`src/core/fsprw_pkg.sv`:
```
// Package of constants and types for the flash self-programming sequencer.
package fsprw_pkg;

  // ****************************************
  // Register map
  // ****************************************
  localparam logic [11:0] ADDR_CTRL_STATUS = 12'h000;
  localparam logic [11:0] ADDR_TARGET      = 12'h004;
  localparam logic [11:0] ADDR_CONFIG      = 12'h008;
  localparam logic [11:0] ADDR_STATE       = 12'h00c;

  // ****************************************
  // Control and status field positions
  // ****************************************
  localparam int BIT_ENABLE      = 0;
  localparam int BIT_PAGE_ERASE  = 1;
  localparam int BIT_PAGE_WRITE  = 2;
  localparam int BIT_RW_REENABLE = 4;
  localparam int BIT_RW_BUSY     = 6;
  localparam logic [7:0] CTRL_STATUS_RESET = 8'h00;

  // ****************************************
  // Configuration field positions
  // ****************************************
  localparam int CFG_BOOT_SIZE_LSB = 0;
  localparam int CFG_APP_LOCK_LSB  = 2;
  localparam int CFG_BOOT_LOCK_LSB = 4;
  localparam logic [5:0] CONFIG_RESET = 6'h3f;

  // ****************************************
  // Flash geometry
  // ****************************************
  localparam int                FLASH_AW          = 15;
  localparam int                PAGE_AW           = 7;
  localparam logic [FLASH_AW-1:0] RWW_LIMIT       = 15'h7000;
  localparam logic [FLASH_AW-1:0] BOOT_START_0    = 15'h7000;
  localparam logic [FLASH_AW-1:0] BOOT_START_1    = 15'h7800;
  localparam logic [FLASH_AW-1:0] BOOT_START_2    = 15'h7c00;
  localparam logic [FLASH_AW-1:0] BOOT_START_3    = 15'h7e00;

  // ****************************************
  // Timing
  // ****************************************
  localparam int CLK_PERIOD_NS  = 5;
  localparam int PROG_TIME_US   = 4;
  localparam int PROG_CYCLES    = (PROG_TIME_US * 1000) / CLK_PERIOD_NS;
  localparam int CNT_W          = 12;

  typedef enum logic [1:0] {
    FSPRW_IDLE,
    FSPRW_RWW_PROG,
    FSPRW_NO_READ_WHILE_WRITE_AREA_PROG
  } fsprw_state_e;

endpackage

```
`src/core/fsprw_timer.sv`:
```
// Program-time counter for one page erase or page write.
`timescale 1ns/1ps
module fsprw_timer
  import fsprw_pkg::*;
(
  // Clock and reset
  input  wire logic sys_clk,
  input  wire logic rst_b,
  // Control
  input  wire logic start,
  output logic      done
);

  logic [CNT_W-1:0] count;
  logic             running;

  // ****************************************
  // Down counter
  // ****************************************
  // Counts the program time and pulses done on the last cycle.
  always_ff @(posedge sys_clk or negedge rst_b) begin
    if (!rst_b) begin
      count   <= '0;
      running <= 1'b0;
      done    <= 1'b0;
    end else begin
      done <= 1'b0;
      if (start) begin
        count   <= CNT_W'(PROG_CYCLES - 1);
        running <= 1'b1;
      end else if (running) begin
        if (count == '0) begin
          running <= 1'b0;
          done    <= 1'b1;
        end else begin
          count <= count - 1'b1;
        end
      end
    end
  end

endmodule

```
`src/core/fsprw_top.sv`:
```
// Flash self-programming sequencer with read-while-write control and APB registers.
// Function
// - A store-program instruction starts programming only when it executes from the boot loader section.
// - From the boot loader section a store-program may target any flash address, boot section included.
// - Programming a read-while-write page keeps the CPU running and no-read-while-write reads served.
// - Programming a no-read-while-write page halts the CPU and blocks all flash reads throughout.
// - The read-while-write area is blocked for reading whenever the busy flag reads one, and also during no-read-while-write programming.
// - The boot loader section always lies inside the no-read-while-write area for every size choice.
// - Application section protection comes from the application lock pair alone.
// - Boot section protection comes from the boot section lock pair alone.
// - Boot size fuses set the section split; the read-while-write boundary is fixed.
// - Page organisation applies only to programming, never to fetch or program-memory reads.
// - The busy flag is read-only bit 6 of the control and status register and resets to zero.
// - With the application lock pair unprogrammed there is no restriction; lower bit alone forbids writes.
//
// The APB register port and the register offsets were decided locally.
`timescale 1ns/1ps
module fsprw_top
  import fsprw_pkg::*;
(
  // Clock and reset
  input  wire logic                sys_clk,
  input  wire logic                rst_b,
  // APB slave
  input  wire logic                psel,
  input  wire logic                penable,
  input  wire logic                pwrite,
  input  wire logic [11:0]         paddr,
  input  wire logic [31:0]         pwdata,
  output logic      [31:0]         prdata,
  output logic                     pready,
  output logic                     pslverr,
  // CPU side
  input  wire logic                store_program_instr,
  input  wire logic [FLASH_AW-1:0] pc_addr,
  input  wire logic [FLASH_AW-1:0] fetch_addr,
  output logic                     cpu_halt,
  output logic                     rww_read_block,
  output logic                     no_read_while_write_area_read_block,
  // Flash array
  output logic                     flash_erase,
  output logic                     flash_write,
  output logic      [FLASH_AW-1:0] flash_page_addr,
  output logic                     rw_area_busy_flag
);

  // ****************************************
  // Declarations
  // ****************************************
  fsprw_state_e        state;
  fsprw_state_e        next_state;
  logic                ctrl_enable;
  logic                ctrl_erase;
  logic                ctrl_write;
  logic [FLASH_AW-1:0] target;
  logic [1:0]          boot_size_fuses;
  logic [1:0]          application_lock_pair;
  logic [1:0]          boot_section_lock_pair;
  logic                timer_done;

  // Boot section start selected by the size fuses.
  function automatic logic [FLASH_AW-1:0] boot_start(input logic [1:0] sz);
    unique case (sz)
      2'h0:    boot_start = BOOT_START_0;
      2'h1:    boot_start = BOOT_START_1;
      2'h2:    boot_start = BOOT_START_2;
      default: boot_start = BOOT_START_3;
    endcase
  endfunction

  // Whether a lock pair forbids store-program writes (lower bit programmed).
  function automatic logic write_locked(input logic [1:0] pair);
    write_locked = ~pair[0];
  endfunction

  // ****************************************
  // Decode
  // ****************************************
  // The area split is fixed, while the boot section moves with the size fuses.
  // Every size choice keeps the boot section above the fixed limit.
  // Section split and lock checks for a store-program request.
  wire [FLASH_AW-1:0] boot_base    = boot_start(boot_size_fuses);
  wire                pc_in_boot   = (pc_addr >= boot_base);
  wire                tgt_in_boot  = (target >= boot_base);
  wire                tgt_in_rww   = (target < RWW_LIMIT);
  wire                lock_app     = write_locked(application_lock_pair);
  wire                lock_boot    = write_locked(boot_section_lock_pair);
  wire                tgt_locked   = tgt_in_boot ? lock_boot : lock_app;
  wire                prog_op      = ctrl_enable & (ctrl_erase | ctrl_write);
  wire                spm_ok       = store_program_instr & prog_op & pc_in_boot & ~tgt_locked;
  wire                fetch_in_rww = (fetch_addr < RWW_LIMIT);
  wire                apb_write    = psel & penable & pwrite;
  wire                wr_ctrl      = apb_write & (paddr == ADDR_CTRL_STATUS);
  wire                wr_target    = apb_write & (paddr == ADDR_TARGET);
  wire                wr_config    = apb_write & (paddr == ADDR_CONFIG);
  wire                rw_reenable  = wr_ctrl & pwdata[BIT_RW_REENABLE];
  wire                known_addr   = (paddr == ADDR_CTRL_STATUS) | (paddr == ADDR_TARGET) |
                                     (paddr == ADDR_CONFIG) | (paddr == ADDR_STATE);
  wire                rww_start    = spm_ok & tgt_in_rww & (state == FSPRW_IDLE);
  wire                no_read_while_write_area_start   = spm_ok & ~tgt_in_rww & (state == FSPRW_IDLE);
  wire                prog_launch  = rww_start | no_read_while_write_area_start;
  // Set wins over a clear in the same cycle, so a fresh start is never lost.
  wire                next_busy    = rww_start | (rw_area_busy_flag & ~(rw_reenable & (state != FSPRW_RWW_PROG)));

  // Read mux of the register file.
  // Bit 6 comes from the flag alone, so software cannot set it by writing it.
  logic [31:0] rd_mux;
  always_comb begin
    rd_mux = 32'h0000_0000;
    unique case (paddr)
      ADDR_CTRL_STATUS: begin
        rd_mux[BIT_ENABLE]     = ctrl_enable;
        rd_mux[BIT_PAGE_ERASE] = ctrl_erase;
        rd_mux[BIT_PAGE_WRITE] = ctrl_write;
        rd_mux[BIT_RW_BUSY]    = rw_area_busy_flag;
      end
      ADDR_TARGET: rd_mux[FLASH_AW-1:0] = target;
      ADDR_CONFIG: rd_mux[5:0] = {boot_section_lock_pair, application_lock_pair, boot_size_fuses};
      ADDR_STATE:  rd_mux[1:0] = state;
      default:     rd_mux = 32'h0000_0000;
    endcase
  end

  // ****************************************
  // Sequencer
  // ****************************************
  // Next state: read-while-write keeps the CPU live, the other area halts it.
  // A start is taken only in idle, so a store-program during programming is ignored.
  always_comb begin
    next_state = state;
    unique case (state)
      FSPRW_IDLE: begin
        if (rww_start) begin
          next_state = FSPRW_RWW_PROG;
        end else if (no_read_while_write_area_start) begin
          next_state = FSPRW_NO_READ_WHILE_WRITE_AREA_PROG;
        end
      end
      FSPRW_RWW_PROG: begin
        if (timer_done) begin
          next_state = FSPRW_IDLE;
        end
      end
      FSPRW_NO_READ_WHILE_WRITE_AREA_PROG: begin
        if (timer_done) begin
          next_state = FSPRW_IDLE;
        end
      end
      default: next_state = FSPRW_IDLE;
    endcase
  end

  // Page-time counter; page boundaries matter only to the flash page address below.
  // Erase and write share one program time.
  fsprw_timer u_timer (
    .sys_clk (sys_clk),
    .rst_b   (rst_b),
    .start   (rww_start | no_read_while_write_area_start),
    .done    (timer_done)
  );

  // State register.
  always_ff @(posedge sys_clk or negedge rst_b) begin
    if (!rst_b) begin
      state <= FSPRW_IDLE;
    end else begin
      state <= next_state;
    end
  end

  // Flash strobes and page address; only programming uses the page grid.
  always_ff @(posedge sys_clk or negedge rst_b) begin
    if (!rst_b) begin
      flash_erase     <= 1'b0;
      flash_write     <= 1'b0;
      flash_page_addr <= '0;
    end else begin
      flash_erase <= (rww_start | no_read_while_write_area_start) & ctrl_erase;
      flash_write <= (rww_start | no_read_while_write_area_start) & ~ctrl_erase & ctrl_write;
      if (rww_start | no_read_while_write_area_start) begin
        flash_page_addr <= {target[FLASH_AW-1:PAGE_AW], {PAGE_AW{1'b0}}};
      end
    end
  end

  // CPU halt and read blocking outputs.
  // They are taken from next_state so that they move on the same edge as the state.
  always_ff @(posedge sys_clk or negedge rst_b) begin
    if (!rst_b) begin
      cpu_halt        <= 1'b0;
      rww_read_block  <= 1'b0;
      no_read_while_write_area_read_block <= 1'b0;
    end else begin
      cpu_halt        <= (next_state == FSPRW_NO_READ_WHILE_WRITE_AREA_PROG);
      no_read_while_write_area_read_block <= (next_state == FSPRW_NO_READ_WHILE_WRITE_AREA_PROG);
      rww_read_block  <= (next_state != FSPRW_IDLE) | next_busy;
    end
  end

  // Busy flag: set on a read-while-write start, held until software re-enables.
  always_ff @(posedge sys_clk or negedge rst_b) begin
    if (!rst_b) begin
      rw_area_busy_flag <= 1'b0;
    end else begin
      rw_area_busy_flag <= next_busy;
    end
  end

  // ****************************************
  // Registers
  // ****************************************
  // Control bits clear themselves when an operation is launched.
  // This stops a held store-program from starting a second operation.
  always_ff @(posedge sys_clk or negedge rst_b) begin
    if (!rst_b) begin
      ctrl_enable <= CTRL_STATUS_RESET[BIT_ENABLE];
      ctrl_erase  <= CTRL_STATUS_RESET[BIT_PAGE_ERASE];
      ctrl_write  <= CTRL_STATUS_RESET[BIT_PAGE_WRITE];
    end else if (rww_start | no_read_while_write_area_start) begin
      ctrl_enable <= 1'b0;
      ctrl_erase  <= 1'b0;
      ctrl_write  <= 1'b0;
    end else if (wr_ctrl) begin
      ctrl_enable <= pwdata[BIT_ENABLE];
      ctrl_erase  <= pwdata[BIT_PAGE_ERASE];
      ctrl_write  <= pwdata[BIT_PAGE_WRITE];
    end
  end

  // Target address and configuration copies.
  // Writes while programming are dropped so the page and the split cannot move.
  always_ff @(posedge sys_clk or negedge rst_b) begin
    if (!rst_b) begin
      target                 <= '0;
      boot_size_fuses        <= CONFIG_RESET[CFG_BOOT_SIZE_LSB +: 2];
      application_lock_pair  <= CONFIG_RESET[CFG_APP_LOCK_LSB +: 2];
      boot_section_lock_pair <= CONFIG_RESET[CFG_BOOT_LOCK_LSB +: 2];
    end else begin
      if (wr_target && state == FSPRW_IDLE) begin
        target <= pwdata[FLASH_AW-1:0];
      end
      if (wr_config && state == FSPRW_IDLE) begin
        boot_size_fuses        <= pwdata[CFG_BOOT_SIZE_LSB +: 2];
        application_lock_pair  <= pwdata[CFG_APP_LOCK_LSB +: 2];
        boot_section_lock_pair <= pwdata[CFG_BOOT_LOCK_LSB +: 2];
      end
    end
  end

  // APB answer: no wait state, error on unmapped address.
  // Read data and the error flag stand only while pready is high.
  always_ff @(posedge sys_clk or negedge rst_b) begin
    if (!rst_b) begin
      pready  <= 1'b0;
      pslverr <= 1'b0;
      prdata  <= 32'h0000_0000;
    end else begin
      pready  <= psel & ~penable;
      pslverr <= psel & ~penable & ~known_addr;
      prdata  <= (psel & ~penable & ~pwrite) ? rd_mux : 32'h0000_0000;
    end
  end

  // ****************************************
  // Assertions
  // ****************************************
  // Placement, start rules, blocking and the busy flag.
  a_boot_in_no_read_while_write_area: assert property (@(posedge sys_clk) disable iff (!rst_b)
    boot_base >= RWW_LIMIT) else $error("Boot section overlaps the read-while-write area.");
  a_app_no_start: assert property (@(posedge sys_clk) disable iff (!rst_b)
    (state == FSPRW_IDLE && !pc_in_boot) |=> state == FSPRW_IDLE) else $error("Start from application code.");
  a_rww_no_halt: assert property (@(posedge sys_clk) disable iff (!rst_b)
    rww_start |=> !cpu_halt && rww_read_block && !no_read_while_write_area_read_block) else $error("Wrong blocking for rww.");
  a_no_read_while_write_area_halts: assert property (@(posedge sys_clk) disable iff (!rst_b)
    no_read_while_write_area_start |=> cpu_halt && no_read_while_write_area_read_block && rww_read_block) else $error("No halt for no_read_while_write_area program.");
  a_busy_sets: assert property (@(posedge sys_clk) disable iff (!rst_b)
    rww_start |=> rw_area_busy_flag) else $error("Busy flag did not set.");
  a_busy_holds: assert property (@(posedge sys_clk) disable iff (!rst_b)
    (rw_area_busy_flag && !rw_reenable) |=> rw_area_busy_flag) else $error("Busy flag dropped early.");
  a_app_lock: assert property (@(posedge sys_clk) disable iff (!rst_b)
    (application_lock_pair[0] == 1'b0 && !tgt_in_boot) |-> !spm_ok) else $error("Write to locked app.");
  a_boot_lock: assert property (@(posedge sys_clk) disable iff (!rst_b)
    (boot_section_lock_pair[0] == 1'b0 && tgt_in_boot) |-> !spm_ok) else $error("Write to locked boot.");
  a_page_align: assert property (@(posedge sys_clk) disable iff (!rst_b)
    (flash_erase || flash_write) |-> flash_page_addr[PAGE_AW-1:0] == '0) else $error("Unaligned page.");
  a_busy_blocks: assert property (@(posedge sys_clk) disable iff (!rst_b)
    rw_area_busy_flag |-> rww_read_block)
    else $error("Busy flag set but area readable.");
  a_no_read_while_write_area_served: assert property (@(posedge sys_clk) disable iff (!rst_b)
    (state == FSPRW_RWW_PROG && !fetch_in_rww) |-> !no_read_while_write_area_read_block && !cpu_halt)
    else $error("Fixed-area fetch not served.");

  // Halt and read blocking follow the sequencer state and the busy flag.
  a_halt_no_read_while_write_area: assert property (@(posedge sys_clk) disable iff (!rst_b)
    cpu_halt == (state == FSPRW_NO_READ_WHILE_WRITE_AREA_PROG))
    else $error("Halt does not match the state.");
  a_halt_blocks: assert property (@(posedge sys_clk) disable iff (!rst_b)
    no_read_while_write_area_read_block == cpu_halt)
    else $error("Fixed-area block differs from halt.");
  a_halt_all_blocked: assert property (@(posedge sys_clk) disable iff (!rst_b)
    cpu_halt |-> rww_read_block && no_read_while_write_area_read_block)
    else $error("Flash readable during a halt.");
  a_block_tracks: assert property (@(posedge sys_clk) disable iff (!rst_b)
    rww_read_block == (state != FSPRW_IDLE || rw_area_busy_flag))
    else $error("Area block does not track programming.");
  a_rww_prog_busy: assert property (@(posedge sys_clk) disable iff (!rst_b)
    (state == FSPRW_RWW_PROG) |-> rw_area_busy_flag)
    else $error("Busy flag low during programming.");

  // The flag sets only on a start and clears in any state but read-while-write programming.
  a_busy_ro: assert property (@(posedge sys_clk) disable iff (!rst_b)
    (!rw_area_busy_flag && !rww_start) |=> !rw_area_busy_flag)
    else $error("Busy flag set without a start.");
  a_busy_clears: assert property (@(posedge sys_clk) disable iff (!rst_b)
    (rw_reenable && state == FSPRW_IDLE && !rww_start) |=> !rw_area_busy_flag)
    else $error("Busy flag not cleared.");

  // Strobes come only from a launch, one kind at a time.
  a_strobe_launch: assert property (@(posedge sys_clk) disable iff (!rst_b)
    (flash_erase || flash_write) |-> $past(prog_launch))
    else $error("Strobe without a launch.");
  a_one_strobe: assert property (@(posedge sys_clk) disable iff (!rst_b)
    !(flash_erase && flash_write))
    else $error("Erase and write together.");
  a_target_frozen: assert property (@(posedge sys_clk) disable iff (!rst_b)
    (state != FSPRW_IDLE) |=> $stable(target))
    else $error("Target moved during programming.");

  // Section protection and the fuse split.
  a_app_free: assert property (@(posedge sys_clk) disable iff (!rst_b)
    (application_lock_pair == 2'h3 && !tgt_in_boot && store_program_instr && prog_op && pc_in_boot
     && state == FSPRW_IDLE) |=> state != FSPRW_IDLE)
    else $error("Unlocked application write refused.");
  a_app_indep: assert property (@(posedge sys_clk) disable iff (!rst_b)
    (application_lock_pair[0] && !tgt_in_boot) |-> !tgt_locked)
    else $error("Application lock taken from the wrong pair.");
  a_boot_indep: assert property (@(posedge sys_clk) disable iff (!rst_b)
    (boot_section_lock_pair[0] && tgt_in_boot) |-> !tgt_locked)
    else $error("Boot lock taken from the wrong pair.");
  a_fuses_frozen: assert property (@(posedge sys_clk) disable iff (!rst_b)
    (state != FSPRW_IDLE) |=> $stable(boot_size_fuses))
    else $error("Section split changed during programming.");

endmodule

```
`config.mk`:
```
export PLATFORM = sky130hd
export DESIGN_NAME = fsprw_top
export DESIGN_NICKNAME = d
export VERILOG_FILES = /design/src/core/fsprw_pkg.sv /design/src/core/fsprw_timer.sv /design/src/core/fsprw_top.sv
export SDC_FILE = /design/constraint.sdc
export NUM_CORES = 1
export LEC_CHECK = 0
export ABC_AREA = 0
export BUFFER_PORTS_ARGS = -buffer_cell sky130_fd_sc_hd__buf_2
export CAP_MARGIN = 5
export CELL_PAD_IN_SITES_DETAIL_PLACEMENT = 1
export CELL_PAD_IN_SITES_GLOBAL_PLACEMENT = 1
export CORE_ASPECT_RATIO = 1.75
export CORE_MARGIN = 2
export CORE_UTILIZATION = 37
export DETAILED_ROUTE_END_ITERATION = 6
export GPL_TIMING_DRIVEN = 0
export HOLD_SLACK_MARGIN = 0.12
export PLACE_DENSITY_LB_ADDON = 0.05
export SETUP_SLACK_MARGIN = 0.05
export SYNTH_ARGS = -nofsm -noshare
export SYNTH_HDL_FRONTEND = slang
export SYNTH_SLANG_ARGS = --single-unit
```
`constraint.sdc`:
```
create_clock -name sys_clk -period 3.3 [get_ports sys_clk]
set_input_delay 0.33 -clock sys_clk [delete_from_list [all_inputs] [get_ports sys_clk]]
set_output_delay 0.33 -clock sys_clk [all_outputs]
set_load 0.01 [all_outputs]
```
==> out/qor.csv <==
metric,value,unit
status,"complete, no violations",
nets,496,
cp_cell_sequence,and2_1 > ha_1 > nor4b_1 > and4b_1 > or3b_2 > a21oi_1 > clkbuf_1 > mux2_2,
skew,0.00317,ns
path_max_fanout,10,
clock_sinks,70,
finish.utilization,48.0,%
start_util,37.8,%
synth.avg_cell_area,11.5,um2
power.leakage,2.17,nW
wl_met3,340,um
cp.depth,8,
cts_root_buffer,clkbuf_16,
grt_pass1_wl,14100,um
yosysMostFrequentCell,dfrtp_1,
r2r-start,boot_size_fuses[0]$_DFFE_PN1P_,
worstMarginPinSlew,0.892,ns
ys_types,49,
ys_seq_elements,70,
synth_area_leader_cell,dfrtp_1,
post_cts_resized,0,
relSlewSlack,40.5,%
cts_buffers,9,
die_h,131,um
rsz0062_at_grt,no,
period_share,87.9,%
highest_layer,met4,
drc,0,
timing.fmax,345,MHz
r2r_end,flash_page_addr[13]$_DFFE_PN0N_,
grt_pass1_vias,2764,
areaGrowthSynthToFinish,26.8,%
synth_edf_count,0,
worstPathArrival,3.11,ns
maxCapViolCount,0,
vdd_ir_drop_max,0.000258,V
ys_async_sr_fraction,100,%
crit_path_end_kind,flip-flop,
grt_max_degree,71,
synth_flop_cell,dfrtp_1,
core,8980,um2
portBuffers,76,
cp_data_required_time,3.51,ns
worst_r2r_path_depth,8,
track_usage,18.4,%
postRouteAntennaNets,0,
place_congestion,0.765,
firstDrtPassIters,4,
synth_area_leaders,"dfrtp_1 (47%), mux2_2 (9.6%), buf_4 (5.5%)",
path_clk_slew,0.05,ns
period_minus_slack,2.90,ns
path_class,flip-flop to flip-flop,
startpoint_type,flip-flop,
timing.critical_path.buf_inv,1,
via_count,2607,
fp-row-count,46,
drv_slew,0,
cp-endpoint,flash_page_addr[13]$_DFFE_PN0N_,
drive_gt1_share,39.4,%
die_w,76.4,um
yosysSeqAreaShare,51.8,%
syn_inst,296,
r2r_slack,0.40,ns
setup_viol,0,
clk_latency,0.33,ns
max_stage_delay,0.55,ns
routed_wl,8610,um
setup_tns,0,ns
antenna_found_initial,0,
cts_max_level,3,
drt_first_iter_violations,83,
fin_ws,0.399,ns
syn_area,3400,um2
dp_hpwl,6690,um
met1Wirelength,3120,um
post_cts_buffers,0,
synth_top_area_share,47.2,%
crit_slowest_cell,dfstp_2,
diodes,0,
ys_warn_count,0,
cts_hold_buf,0,
hp-class,input pin to asynchronous set/reset pin,
hold_viol,0,
dp_slack,0.0719,ns
grt-ovfl-total,0,
cts_tree,built,
post_drt_wl_per_cell,16.2,um
synth_commonest_cells,"dfrtp_1 (64), mux2_2 (29), buf_4 (25), nor2_1 (25)",
io_pins,135,
p_per_area,436,nW/um2
routed_via_density,4.91,
startpoint,boot_size_fuses[0]$_DFFE_PN1P_,
die_area,9990,um2
clockBufferDepth,2,
dr_wl_met2,4930,um
crit_family,simple AND/OR/NAND/NOR gates,
worst min path at each step:
stage	end	slack, ns	cells after the start
6_report	prdata[11]$_DFF_PN0_	0.12	1
5_1_grt	target[10]$_DFFE_PN0P_	0.20	1
4_1_cts	prdata[11]$_DFF_PN0_	0.17	1
3_5_place_dp	flash_page_addr[12]$_DFFE_PN0N_	0.49	1
3_3_place_gp	flash_page_addr[14]$_DFFE_PN0N_	0.49	1
2_1_floorplan	ctrl_enable$_DFFE_PN0P_	0.03	0
power breakdown:
part | switching [mW] | internal, mW
clock | 0.348 | 0.567
combinational | 0.0561 | 0.0453
sequential | 0.000633 | 0.861
area by class of cell:
| type | count | area (um2) |
|---|---|---|
| flip-flops and latches | 70 | 1760 |
| clock inverters | 3 | 17.5 |
| multi-input cells | 206 | 1470 |
| inverters | 10 | 37.5 |
| fillers | 1058 | 4670 |
| well taps | 120 | 150 |
| repair buffers | 76 | 383 |
| clock buffers | 13 | 270 |
| plain buffers | 33 | 221 |
routing by layer:
metal,vias up,track usage [%]
met5,-,0
li1,1220,-
met2,67,35.8
met3,13,3.91
met4,0,8.88
met1,1307,18.6
per-stage QoR:
stage                     instances  total power [mW]  area [um2]  hold WS [ns]
after floorplan                 319             0.924        3480        0.0344
after global placement          515             0.976        4010         0.488
after detailed placement        515             0.978        4020         0.492
after CTS                       531              1.90        4300         0.169
after global routing            531              1.95        4310         0.200
final                           531              1.88        4310         0.117
layout by cell type (no fill, tap or decap), types with 7 or more instances in the layout:
cell type	synthesis	routed
a21oi_1	7	7
inv_1	10	10
mux2_2	29	29
and2_1	10	10
clkbuf_16	0	9
buf_4	25	26
o21ai_0	7	7
nor2_1	25	25
ha_1	10	10
conb_1	1	24
nor3_1	7	7
nor4_1	8	8
buf_2	1	76
nand2_1	9	9
dfrtp_1	64	64
logic make-up after synthesis:
group                      Yosys count  share of synthesized area [%]
and+or+nand+nor                     99                           16.8
DFF                                 70                           51.8
buffers and inverters               43                           7.55
muxes                               35                           11.4
AOI/OAI and AO/OA                   31                           6.89
adders and majority gates           10                           3.68
xor gates and xnor gates             7                           1.81
other                                1                          0.110
registers in the layout, indices dropped and copies added, names as in the netlist, 2 cells and up:
| signal | flops |
|---|---|
| flash_page_addr | 8 |
| boot_section_lock_pair | 2 |
| state | 2 |
| target | 15 |
| prdata | 15 |
| u_timer.count | 12 |
| boot_size_fuses | 2 |
| application_lock_pair | 2 |
(Power assumes the default switching activity.)
